===== src/hw/acc_pkg.sv =====
// Package of constants and types for the comparator control and status block
// How it works
// - Power-off bit switches comparator power off.
// - Reference select picks bandgap, else positive pin.
// - Compare output synchronised, one to two cycles.
// - Matching output event sets the event flag.
// - Irq needs flag, local enable, global enable.
// - Vector execution clears the event flag.
// - Writing one clears flag; zero leaves it.
// - Capture route feeds output to timer capture.
// - Route off disconnects output from capture.
// - Mode field: toggle, reserved, falling, rising.
// - Raw output high when positive exceeds negative.
package acc_pkg;
  // Register byte offsets
  localparam logic [11:0] ACC_CTRL_OFS   = 12'h000;  // Control and status
  localparam logic [11:0] ACC_IRQST_OFS  = 12'h004;  // Sticky interrupt status
  localparam logic [11:0] ACC_IRQMSK_OFS = 12'h008;  // Interrupt mask
  localparam logic [11:0] ACC_SYS_OFS    = 12'h00c;  // Global enable and vector ack
  // Control field positions
  localparam int ACC_PWR_OFF_BIT = 7;
  localparam int ACC_REF_SEL_BIT = 6;
  localparam int ACC_OUT_BIT     = 5;
  localparam int ACC_FLAG_BIT    = 4;
  localparam int ACC_IRQ_EN_BIT  = 3;
  localparam int ACC_ROUTE_BIT   = 2;
  localparam int ACC_MODE_HI_BIT = 1;
  localparam int ACC_MODE_LO_BIT = 0;
  // System register field positions
  localparam int ACC_GIE_BIT     = 0;
  localparam int ACC_VEC_ACK_BIT = 1;
  // Status and mask field positions
  localparam int ACC_ST_EVENT_BIT = 0;
  localparam int ACC_ST_ERR_BIT   = 1;
  // Reset values
  localparam logic [7:0] ACC_CTRL_RST   = 8'h00;
  localparam logic [1:0] ACC_IRQMSK_RST = 2'h0;
  localparam logic       ACC_GIE_RST    = 1'b0;
  // Synchroniser depth
  localparam int ACC_SYNC_STAGES = 2;
  // Event mode codes
  typedef enum logic [1:0] {
    ACC_MODE_TOGGLE   = 2'b00,
    ACC_MODE_RESERVED = 2'b01,
    ACC_MODE_FALL     = 2'b10,
    ACC_MODE_RISE     = 2'b11
  } acc_mode_t;
  // Control register fields
  typedef struct packed {
    logic      power_off;
    logic      ref_select;
    logic      irq_enable;
    logic      route_en;
    acc_mode_t mode;
  } acc_ctrl_t;
  // Analog side outputs
  typedef struct packed {
    logic power_off;
    logic ref_select;
  } acc_analog_t;
endpackage


===== src/hw/acc_sync.sv =====
// Two-flop synchroniser for the raw comparator output
`timescale 1ns/1ps
module acc_sync
  import acc_pkg::*;
#(
  parameter int STAGES = ACC_SYNC_STAGES
)(
  input  wire logic i_core_clk,
  input  wire logic i_sys_rst,
  input  wire logic i_async,
  output logic      o_sync
);
  // Fewer than two stages would let metastability through
  if (STAGES < 2)
  begin : g_bad_stages
    $error("acc_sync needs at least two stages");
  end

  logic [STAGES-1:0] chain;  // Stage 0 is read only by stage 1

  // Shift chain; the first flop feeds nothing but the next
  always_ff @(posedge i_core_clk)
  begin
    if (i_sys_rst)
      chain <= '0;
    else
      chain <= {chain[STAGES-2:0], i_async};
  end

  assign o_sync = chain[STAGES-1];
endmodule


===== src/hw/acc_top.sv =====
// Comparator control and status block with APB register access
`timescale 1ns/1ps
module acc_top
  import acc_pkg::*;
(
  input  wire logic        i_core_clk,
  input  wire logic        i_sys_rst,
  input  wire logic        i_psel,
  input  wire logic        i_penable,
  input  wire logic        i_pwrite,
  input  wire logic [11:0] i_paddr,
  input  wire logic [31:0] i_pwdata,
  input  wire logic [3:0]  i_pstrb,
  output logic [31:0]      o_prdata,
  output logic             o_pready,
  output logic             o_pslverr,
  input  wire logic        i_raw_compare,
  output logic             o_power_off,
  output logic             o_ref_select,
  output logic             o_capture_in,
  output logic             o_cmp_irq_req,
  output logic             o_irq
);
  // Register state
  acc_ctrl_t   ctrl;        // Writable control fields
  logic        flag;        // Comparator event flag
  logic        gie;         // Global interrupt enable
  logic [1:0]  irq_status;  // Sticky block status
  logic [1:0]  irq_mask;    // Block interrupt mask
  logic        prev_out;    // Synced output one cycle back
  logic        synced_out;  // Synchroniser result

  // Raw output is made by the analog core; sync it before any use
  acc_sync #(
    .STAGES (ACC_SYNC_STAGES)
  ) u_sync (
    .i_core_clk (i_core_clk),
    .i_sys_rst  (i_sys_rst),
    .i_async    (i_raw_compare),
    .o_sync     (synced_out)
  );

  // Bus decode
  // Access phase of a transfer; setup cycles need no decode here
  wire access     = i_psel && i_penable;
  wire hit_ctrl   = i_paddr == ACC_CTRL_OFS;
  wire hit_irqst  = i_paddr == ACC_IRQST_OFS;
  wire hit_irqmsk = i_paddr == ACC_IRQMSK_OFS;
  wire hit_sys    = i_paddr == ACC_SYS_OFS;
  wire mapped     = hit_ctrl || hit_irqst || hit_irqmsk || hit_sys;
  wire lane0      = i_pstrb[0];
  // Write and read strobes taken once, at the access edge with pready high
  wire wr_ctrl    = access && o_pready && i_pwrite && hit_ctrl && lane0;
  wire wr_msk     = access && o_pready && i_pwrite && hit_irqmsk && lane0;
  wire wr_sys     = access && o_pready && i_pwrite && hit_sys && lane0;
  wire rd_irqst   = access && o_pready && !i_pwrite && hit_irqst;

  // Event detection from synced value against previous cycle
  wire rise_ev    = synced_out && !prev_out;
  wire fall_ev    = !synced_out && prev_out;
  // Reserved code selects nothing
  wire match_ev   = (ctrl.mode == ACC_MODE_TOGGLE) ? (rise_ev || fall_ev) :
                    (ctrl.mode == ACC_MODE_FALL)   ? fall_ev :
                    (ctrl.mode == ACC_MODE_RISE)   ? rise_ev : 1'b0;
  // Flag clears: written one, or vector taken
  wire flag_w1c   = wr_ctrl && i_pwdata[ACC_FLAG_BIT];
  wire vec_ack    = wr_sys && i_pwdata[ACC_VEC_ACK_BIT];
  // Set wins over any clear in the same cycle
  wire next_flag  = match_ev || (flag && !flag_w1c && !vec_ack);
  // Power-off change while enabled is the documented hazard
  wire pwr_change = wr_ctrl && (i_pwdata[ACC_PWR_OFF_BIT] != ctrl.power_off) && ctrl.irq_enable;
  wire mode_chg   = wr_ctrl && (i_pwdata[ACC_MODE_HI_BIT:ACC_MODE_LO_BIT] != ctrl.mode) && ctrl.irq_enable;
  wire misuse     = pwr_change || mode_chg;
  // Status sets win over clear-on-read
  wire [1:0] st_set      = {misuse, match_ev};
  wire [1:0] next_status = st_set | (rd_irqst ? 2'h0 : irq_status);
  // Next enables, so the request flop tracks the registers without lag
  wire next_ctrl_irq_en = wr_ctrl ? i_pwdata[ACC_IRQ_EN_BIT] : ctrl.irq_enable;
  wire next_gie   = wr_sys ? i_pwdata[ACC_GIE_BIT] : gie;
  // Request needs flag, local enable and global enable together
  wire next_req   = next_flag && next_ctrl_irq_en && next_gie;
  // Read data mux
  wire [7:0] ctrl_rd = {ctrl.power_off, ctrl.ref_select, synced_out, flag,
                        ctrl.irq_enable, ctrl.route_en, ctrl.mode};
  wire [31:0] rd_mux = hit_ctrl   ? {24'h000000, ctrl_rd} :
                       hit_irqst  ? {30'h00000000, irq_status} :
                       hit_irqmsk ? {30'h00000000, irq_mask} :
                       hit_sys    ? {31'h00000000, gie} : 32'h00000000;

  // Control fields; power-off may be written at any time
  always_ff @(posedge i_core_clk)
  begin
    if (i_sys_rst)
      ctrl <= acc_ctrl_t'({ACC_CTRL_RST[7:6], ACC_CTRL_RST[3:0]});
    else if (wr_ctrl)
      ctrl <= acc_ctrl_t'({i_pwdata[7:6], i_pwdata[3:0]});
  end

  // Event flag with hardware set priority
  always_ff @(posedge i_core_clk)
  begin
    if (i_sys_rst)
      flag <= 1'b0;
    else
      flag <= next_flag;
  end

  // Previous synced value for edge compare
  always_ff @(posedge i_core_clk)
  begin
    if (i_sys_rst)
      prev_out <= 1'b0;
    else
      prev_out <= synced_out;
  end

  // Global enable, mask and sticky status
  always_ff @(posedge i_core_clk)
  begin
    if (i_sys_rst)
    begin
      gie        <= ACC_GIE_RST;
      irq_mask   <= ACC_IRQMSK_RST;
      irq_status <= 2'h0;
    end
    else
    begin
      gie        <= next_gie;
      irq_status <= next_status;
      if (wr_msk)
        irq_mask <= i_pwdata[1:0];
    end
  end

  // Analog controls straight from flops; follow a write in the same edge
  always_ff @(posedge i_core_clk)
  begin
    if (i_sys_rst)
    begin
      o_power_off   <= 1'b0;
      o_ref_select  <= 1'b0;
    end
    else
    begin
      o_power_off   <= wr_ctrl ? i_pwdata[ACC_PWR_OFF_BIT] : ctrl.power_off;
      o_ref_select  <= wr_ctrl ? i_pwdata[ACC_REF_SEL_BIT] : ctrl.ref_select;
    end
  end

  // Capture path; route gated here so a cleared route holds the input low
  always_ff @(posedge i_core_clk)
  begin
    if (i_sys_rst)
      o_capture_in  <= 1'b0;
    else
      o_capture_in  <= ctrl.route_en && synced_out;
  end

  // Interrupt outputs; a one-cycle lag would let a cleared flag request once more
  always_ff @(posedge i_core_clk)
  begin
    if (i_sys_rst)
    begin
      o_cmp_irq_req <= 1'b0;
      o_irq         <= 1'b0;
    end
    else
    begin
      o_cmp_irq_req <= next_req;
      o_irq         <= |(next_status & irq_mask);
    end
  end

  // APB: pready rises one cycle into the access phase
  always_ff @(posedge i_core_clk)
  begin
    if (i_sys_rst)
    begin
      o_pready   <= 1'b0;
      o_pslverr  <= 1'b0;
      o_prdata   <= 32'h00000000;
    end
    else
    begin
      // Exactly one wait state; the pulse drops once the master has seen it
      o_pready   <= access && !o_pready;
      o_pslverr  <= access && !o_pready && !mapped;
      o_prdata   <= (access && !o_pready && !i_pwrite) ? rd_mux : 32'h00000000;
    end
  end

  // Checks beside the logic they guard
  a_flag_on_rise: assert property (@(posedge i_core_clk) disable iff (i_sys_rst)
    (ctrl.mode == ACC_MODE_RISE && rise_ev) |=> flag)
    else $error("flag not set on rising event");
  a_reserved_quiet: assert property (@(posedge i_core_clk) disable iff (i_sys_rst)
    (ctrl.mode == ACC_MODE_RESERVED && !flag && !$past(flag)) |=> !flag || $past(ctrl.mode) != ACC_MODE_RESERVED)
    else $error("flag set in reserved mode");
  a_irq_req_gate: assert property (@(posedge i_core_clk) disable iff (i_sys_rst)
    o_cmp_irq_req |-> (flag && ctrl.irq_enable && gie))
    else $error("request without flag and enables");
  a_flag_w1c: assert property (@(posedge i_core_clk) disable iff (i_sys_rst)
    (flag_w1c && !match_ev) |=> !flag)
    else $error("write one did not clear flag");
  a_vector_clear: assert property (@(posedge i_core_clk) disable iff (i_sys_rst)
    (vec_ack && !match_ev) |=> !flag)
    else $error("vector did not clear flag");
  a_power_follow: assert property (@(posedge i_core_clk) disable iff (i_sys_rst)
    wr_ctrl |=> o_power_off == $past(i_pwdata[ACC_PWR_OFF_BIT]))
    else $error("power off does not follow write");
  a_route_off: assert property (@(posedge i_core_clk) disable iff (i_sys_rst)
    !ctrl.route_en |=> !o_capture_in)
    else $error("capture driven while route off");
  a_sync_delay: assert property (@(posedge i_core_clk) disable iff (i_sys_rst)
    $rose(i_raw_compare) ##1 i_raw_compare[*2] |-> synced_out)
    else $error("synced output late");
  a_ref_follow: assert property (@(posedge i_core_clk) disable iff (i_sys_rst)
    wr_ctrl |=> o_ref_select == $past(i_pwdata[ACC_REF_SEL_BIT]))
    else $error("reference select does not follow write");

  // Falling mode must catch a falling synced edge
  a_flag_on_fall: assert property (@(posedge i_core_clk) disable iff (i_sys_rst)
    (ctrl.mode == ACC_MODE_FALL && fall_ev) |=> flag)
    else $error("flag not set on falling event");

  // Toggle mode must catch either edge
  a_flag_on_toggle: assert property (@(posedge i_core_clk) disable iff (i_sys_rst)
    (ctrl.mode == ACC_MODE_TOGGLE && (rise_ev || fall_ev)) |=> flag)
    else $error("flag not set on toggle event");

  // Request must rise as soon as all three conditions hold
  a_irq_req_set: assert property (@(posedge i_core_clk) disable iff (i_sys_rst)
    (flag && ctrl.irq_enable && gie) |-> o_cmp_irq_req)
    else $error("request missing with flag and enables");

  // Power-off level holds its register value between writes
  a_power_hold: assert property (@(posedge i_core_clk) disable iff (i_sys_rst)
    !wr_ctrl |=> o_power_off == $past(ctrl.power_off))
    else $error("power off moved without a write");

  // Routed capture input follows the synced output one cycle later
  a_capture_follow: assert property (@(posedge i_core_clk) disable iff (i_sys_rst)
    ctrl.route_en |=> o_capture_in == $past(synced_out))
    else $error("capture input does not follow output");

  // Mode change with the interrupt enabled is logged as misuse
  a_misuse_logged: assert property (@(posedge i_core_clk) disable iff (i_sys_rst)
    misuse |=> irq_status[ACC_ST_ERR_BIT])
    else $error("misuse not recorded in status");

  // Event status bit stays until read
  a_status_sticky: assert property (@(posedge i_core_clk) disable iff (i_sys_rst)
    (irq_status[ACC_ST_EVENT_BIT] && !rd_irqst) |=> irq_status[ACC_ST_EVENT_BIT])
    else $error("event status lost without a read");

  // Ready is a single-cycle pulse
  a_pready_pulse: assert property (@(posedge i_core_clk) disable iff (i_sys_rst)
    o_pready |=> !o_pready)
    else $error("pready held longer than one cycle");

  // Read data is zero outside the answer cycle
  a_prdata_idle: assert property (@(posedge i_core_clk) disable iff (i_sys_rst)
    !o_pready |-> o_prdata == 32'h00000000)
    else $error("read data present without pready");

  // Error response only alongside ready
  a_slverr_ready: assert property (@(posedge i_core_clk) disable iff (i_sys_rst)
    o_pslverr |-> o_pready)
    else $error("slave error without pready");

  // Unmasked pending status raises the interrupt line
  a_irq_line: assert property (@(posedge i_core_clk) disable iff (i_sys_rst)
    (irq_status[ACC_ST_EVENT_BIT] && irq_mask[ACC_ST_EVENT_BIT] && $stable(irq_mask)) |-> o_irq)
    else $error("interrupt line low with unmasked status");
endmodule


===== config.mk =====
export PLATFORM = sky130hd
export DESIGN_NAME = acc_top
export DESIGN_NICKNAME = d
export VERILOG_FILES = /design/src/hw/acc_pkg.sv /design/src/hw/acc_sync.sv /design/src/hw/acc_top.sv
export SDC_FILE = /design/constraint.sdc
export NUM_CORES = 1
export LEC_CHECK = 0
export BUFFER_PORTS_ARGS = -buffer_cell sky130_fd_sc_hd__buf_2
export CAP_MARGIN = 20
export CORE_MARGIN = 3
export CORE_UTILIZATION = 44
export CTS_CLUSTER_DIAMETER = 150
export DETAILED_ROUTE_END_ITERATION = 8
export HOLD_SLACK_MARGIN = 0.06
export PLACE_DENSITY_LB_ADDON = 0.15
export RECOVER_POWER = 25
export SLEW_MARGIN = 20
export SYNTH_ARGS = -nofsm -noshare
export SYNTH_HDL_FRONTEND = slang
export SYNTH_HIERARCHICAL = 1
export SYNTH_SLANG_ARGS = --single-unit

===== constraint.sdc =====
create_clock -name i_core_clk -period 3.66 [get_ports i_core_clk]
set_input_delay 0.366 -clock i_core_clk [delete_from_list [all_inputs] [get_ports i_core_clk]]
set_output_delay 0.366 -clock i_core_clk [all_outputs]
set_load 0.005 [all_outputs]

* Yosys cells after proc, flatten, opt, wreduce, memory -nomap -nowiden *
Index checks and enable logic that the tools add are counted.

word-level totals
  register bits = 54
  output and inout port bits = 39

operators by class
  eq/ne operators = 7
  multiplexer cells = 12
  bitwise logic cells = 3
  reductions and logical operators = 45

operator list
  cell                   number
  $logic_and A1 B1 Y1    27
  $eq A12 B4 Y1 const B  2
  $eq A12 B3 Y1 const B  1
  $logic_not A12 Y1      1
  $mux W1                8
  $mux W8                1
  $logic_not A1 Y1       7
  $logic_or A1 B1 Y1     6
  $mux W2                3
  $reduce_or A5 Y1       1
  $eq A2 B2 Y1 const B   2
  $reduce_or A2 Y1       2
  $and A2 B2 Y2          1
  $logic_not A2 Y1       1
  $ne A2 B2 Y1           1
  $or A2 B2 Y2           1
  $ne A1 B1 Y1           1
  $not A1 Y1             1

* Longest topological paths before layout *
  depth in word-level cells = 12
  gate-level depth with buffers = 7
  depth with buffers taken out = 7

* Hierarchy *
The synthesis kept the hierarchy.

by module, submodules not included
  module    instances  cells an instance  area each (µm²)
  acc_top   1          136                1325.0
  acc_sync  1          4                  52.6

* Least setup slack after synthesis *
Ideal clock, no wire load.

  path type = input-to-reg
  start = input i_paddr[7]
  end = register o_cmp_irq_req
  arrival = 1.730 ns
  data required time = 3.568 ns
  setup slack = 1.838 ns
  stages = 6
  buffers on the path = 1
  cell sequence = nor4_4 nand3_2 or4_4 buf_6 mux2i_1 nor4_1

on the way
  cells in the longest elaborated chain, start to end = 10
  elaborated cells between the ends (all ways) = 17
  those cells by class = eq/ne: 1; mux: 2; reduce/logical: 14

RTL lines
  element                            line            RTL
  start, declared                    acc_top.sv:11   input wire logic [11:0] i_paddr,
  $logic_not A12 Y1                  acc_top.sv:46   wire hit_ctrl = i_paddr == ACC_CTRL_OFS;
  $logic_and A1 B1 Y1 (2 in series)  acc_top.sv:53   wire wr_ctrl = access && o_pready && i_pwrite && hit_ctrl && lane0;
  $logic_and A1 B1 Y1                acc_top.sv:66   wire flag_w1c = wr_ctrl && i_pwdata[ACC_FLAG_BIT];
  $logic_not A1 Y1                   acc_top.sv:69   wire next_flag = match_ev || (flag && !flag_w1c && !vec_ack);
  $logic_and A1 B1 Y1 (2 in series)  acc_top.sv:69
  $logic_or A1 B1 Y1                 acc_top.sv:69
  $logic_and A1 B1 Y1                acc_top.sv:81   wire next_req = next_flag && next_ctrl_irq_en && next_gie;
  $logic_and A1 B1 Y1 *              acc_top.sv:81
  end signal, assigned               acc_top.sv:169  o_cmp_irq_req <= next_req;
  end, declared                      acc_top.sv:21   output logic o_cmp_irq_req,

Mark *: on every way between the ends. The rest lies on a longest branch, timed or not.
A chain may end at the register's enable or synchronous reset.

* Final worst setup path *
  start = input i_paddr[1]
  end = register o_cmp_irq_req

Same word-level chain as after synthesis.

==> impl_metrics.json <==
{
  "status": "completed",
  "ys_ff_latch": 30,
  "hold_buffers": 0,
  "grt.total_usage": 0.145,
  "cpPeakStageDelay_ns": 0.58,
  "chipWidth_um": 62.0,
  "clock_skew_ns": 0.00628,
  "whs_path_depth": 2,
  "finalSetupViolations": 0,
  "p_leak_nw": 0.718,
  "cp_num_cells": 6,
  "cts_root_buf": "clkbuf_4",
  "drv_cap": 0,
  "cts_sinks": 30,
  "tns_ns": 0,
  "drive_above_1_share": 0.267,
  "dp_hpwl_um": 1970,
  "netlist.area_leader.share": 0.436,
  "antenna_found_initial": 0,
  "synthMuxAreaShare": 0.0963,
  "timing.critical_path.slowest_stage_cell": "or4_4",
  "gr-total-overflow": 0,
  "path_cells": "buf_2 > nor4_4 > nand3_2 > or4_4 > mux2i_1 > nor4_1",
  "ios": 93,
  "pre_cts_ws_ns": 1.57,
  "ctsResizeCount": 0,
  "wire_per_inst_um": 11.5,
  "post-route-drc-count": 0,
  "start_kind": "input port",
  "synthArstFlopShare": 0,
  "yosysMostFrequentCell": "dfxtp_1",
  "synth.avg_cell_area_um2": 9.84,
  "worst_slew_pin_slew_ns": 0.838,
  "fp-row-count": 19,
  "placed_area_mm2": 0.00151,
  "grt_pass1_wl_um": 3980,
  "critical_path.top_delay_family": "simple AND/OR/NAND/NOR gates",
  "nNetsFinal": 237,
  "synth-edff-count": 0,
  "relSlewSlack": 0.441,
  "synth-adder-area-share": 0.0182,
  "hold_slack_ns": 0.255,
  "synth-xor-area-share": 0.0191,
  "total_power_mw": 0.562,
  "final_area_mm2": 0.00156,
  "fp.coreArea_mm2": 0.00288,
  "start_util": 0.479,
  "hold_violations": 0,
  "routed_wl_um": 2550,
  "netlist_instances": 140,
  "fmax_mhz": 563,
  "tritoncts": "yes",
  "r2r_cells": 5,
  "yosysWarnings": 6,
  "area_growth_syn_to_layout_pct": 13.0,
  "synthTopCellsByCount": "dfxtp_1, buf_4, nor2_1",
  "grt_pass1_vias": 898,
  "reg2reg_slack_ns": 1.92,
  "fin_crit_ns": 1.77,
  "synth_area_leaders": "dfxtp_1, buf_4, mux2i_1",
  "ant_nets": 0,
  "path_clk_slew_ns": 0.08,
  "post_cts_buffers": 0,
  "irDropWorstVdd_uv": 191,
  "holdCritStartpoint": "i_raw_compare",
  "num_vias": 1000,
  "period_share": 0.485,
  "timing.rr.start": "o_pready",
  "synth_flop_cell": "dfxtp_1",
  "drt_iter0_drc": 8,
  "cts_buffer_depth": 2,
  "drtPass1Iterations": 4,
  "slew_violations": 0,
  "yosys.area.top_type": "dfxtp_1",
  "cp_data_arrival_time_ns": 1.98,
  "crit_fanout": 6,
  "htree_levels": 2,
  "fp.dieArea_mm2": 0.00384,
  "synthSimpleGateAreaFrac": 0.236,
  "diodes": 0,
  "fin_ws_ns": 1.89,
  "clock_insertion_delay_worst_skew_ns": 0.32,
  "ys_seq_area_frac": 0.436,
  "min_path_type": "in -> reg",
  "cts_buffers": 5,
  "fp.dieH_um": 62.0,
  "worstPathRequired_ns": 3.86,
  "crit_type": "in -> reg",
  "io_buffers": 40,
  "power_density_mw_per_mm2": 361,
  "crit_buf_inv": 1,
  "setup.worst_path.end_class": "register",
  "grt_setup_unrepaired": "no",
  "synth_compound_gate_area_share": 0.0336,
  "timing.rr.end": "o_cmp_irq_req",
  "netlist-cell-type-count": 34,
  "synth_top_family_by_area": "simple AND/OR/NAND/NOR gates",
  "viasPerCell": 4.50,
  "gp_congestion": 0.785,
  "syn_area_mm2": 0.00138,
  "whs_endpoint": "u_sync/chain[0]",
  "grt_max_degree": 20
}
==> cell type report <==
type / instances / area [um^2]
fillers: 264 / 1320
multi-input cells: 101 / 646
flip-flops and latches: 30 / 601
repair buffers: 40 / 195
well taps: 42 / 52.6
clock buffers: 6 / 51.3
inverters: 3 / 11.3
==> through the flow <==
step | std cells | util
6_report | 222 | 0.541
5_1_grt | 222 | 0.541
4_1_cts | 222 | 0.543
3_5_place_dp | 216 | 0.525
3_3_place_gp | 216 | 0.525
2_1_floorplan | 163 | -
==> layer usage <==
| metal | track usage | up-vias | part of all wire |
|---|---|---|---|
| li1 | - | 497 | - |
| met1 | 0.173 | 456 | 0.43 |
| met2 | 0.234 | 40 | 0.47 |
| met3 | 0.0434 | 7 | 0.077 |
| met4 | 0.0727 | 0 | 0.022 |
| met5 | 0 | - | 0 |
==> cells in the final DEF (no fill, tap or decap) <==
| cell type | Yosys | routed |
|---|---|---|
| and3_1 | 1 | 1 |
| buf_2 | 0 | 36 |
| nand4_1 | 1 | 1 |
| a31oi_1 | 1 | 1 |
| o2bb2ai_1 | 2 | 2 |
| clkbuf_4 | 0 | 5 |
| nand3_2 | 1 | 1 |
| nand3b_1 | 1 | 1 |
| and2_0 | 0 | 2 |
| ha_1 | 2 | 2 |
| conb_1 | 1 | 24 |
| nand4b_1 | 1 | 1 |
| inv_1 | 3 | 3 |
| clkbuf_8 | 0 | 1 |
| nor4_1 | 2 | 2 |
| a21o_1 | 1 | 1 |
| mux2i_1 | 11 | 11 |
| a21oi_1 | 3 | 3 |
| nor2_1 | 19 | 19 |
| xnor2_1 | 3 | 3 |
| nand2b_1 | 1 | 1 |
| mux4_2 | 1 | 1 |
| nor3_2 | 1 | 1 |
| nand2_1 | 3 | 3 |
| or3b_1 | 1 | 1 |
| nor3b_1 | 1 | 1 |
| clkbuf_1 | 4 | 4 |
| or4_4 | 1 | 1 |
| dfxtp_1 | 30 | 30 |
| or3_1 | 1 | 1 |
| nor3_1 | 1 | 1 |
| nor2b_1 | 4 | 4 |
| nand3_1 | 3 | 3 |
| and2_1 | 7 | 5 |
| nor4bb_1 | 1 | 1 |
| nor4_4 | 2 | 2 |
==> power breakdown <==
part	leakage, nW	internal (mW)	total [mW]	switching (mW)
Clock	0.0302	0.0863	0.183	0.0971
Combinational	0.445	0.0184	0.0469	0.0285
Sequential	0.243	0.330	0.332	0.00180
==> cells by family after synthesis <==
family,count (synthesis)
xor+xnor,3
buf+inv,32
compound gates,7
simple gates,53
fa+ha+maj,2
flops,30
other cells,1
mux,12
==> state kept, by name, summed over array words and instances (netlist names) <==
name / flops
flag: 1
u_sync/chain: 2
o_irq: 1
o_power_off: 1
gie: 1
o_capture_in: 1
o_ref_select: 1
ctrl: 6
o_pslverr: 1
prev_out: 1
irq_mask: 2
o_prdata: 8
o_cmp_irq_req: 1
o_pready: 1
irq_status: 2
==> worst register-to-register path, cell delays in order (launching register included) <==
cell     delay, ns
dfxtp_1       0.36
and3_1        0.21
nand3_1       0.09
or4_4         0.50
mux2i_1       0.17
nor4_1        0.31
==> worst max path at each step <==
| stage | from | end | slack (ns) |
|---|---|---|---|
| floorplan | i_paddr[7] | o_cmp_irq_req | 1.84 |
| global placement | i_paddr[7] | o_cmp_irq_req | 1.60 |
| detailed placement | i_paddr[1] | o_cmp_irq_req | 1.57 |
| CTS | i_paddr[1] | o_cmp_irq_req | 1.90 |
| global route | i_paddr[1] | o_cmp_irq_req | 1.75 |
| finish | i_paddr[1] | o_cmp_irq_req | 1.89 |
Note: power is estimated with default switching activity, not from simulation.
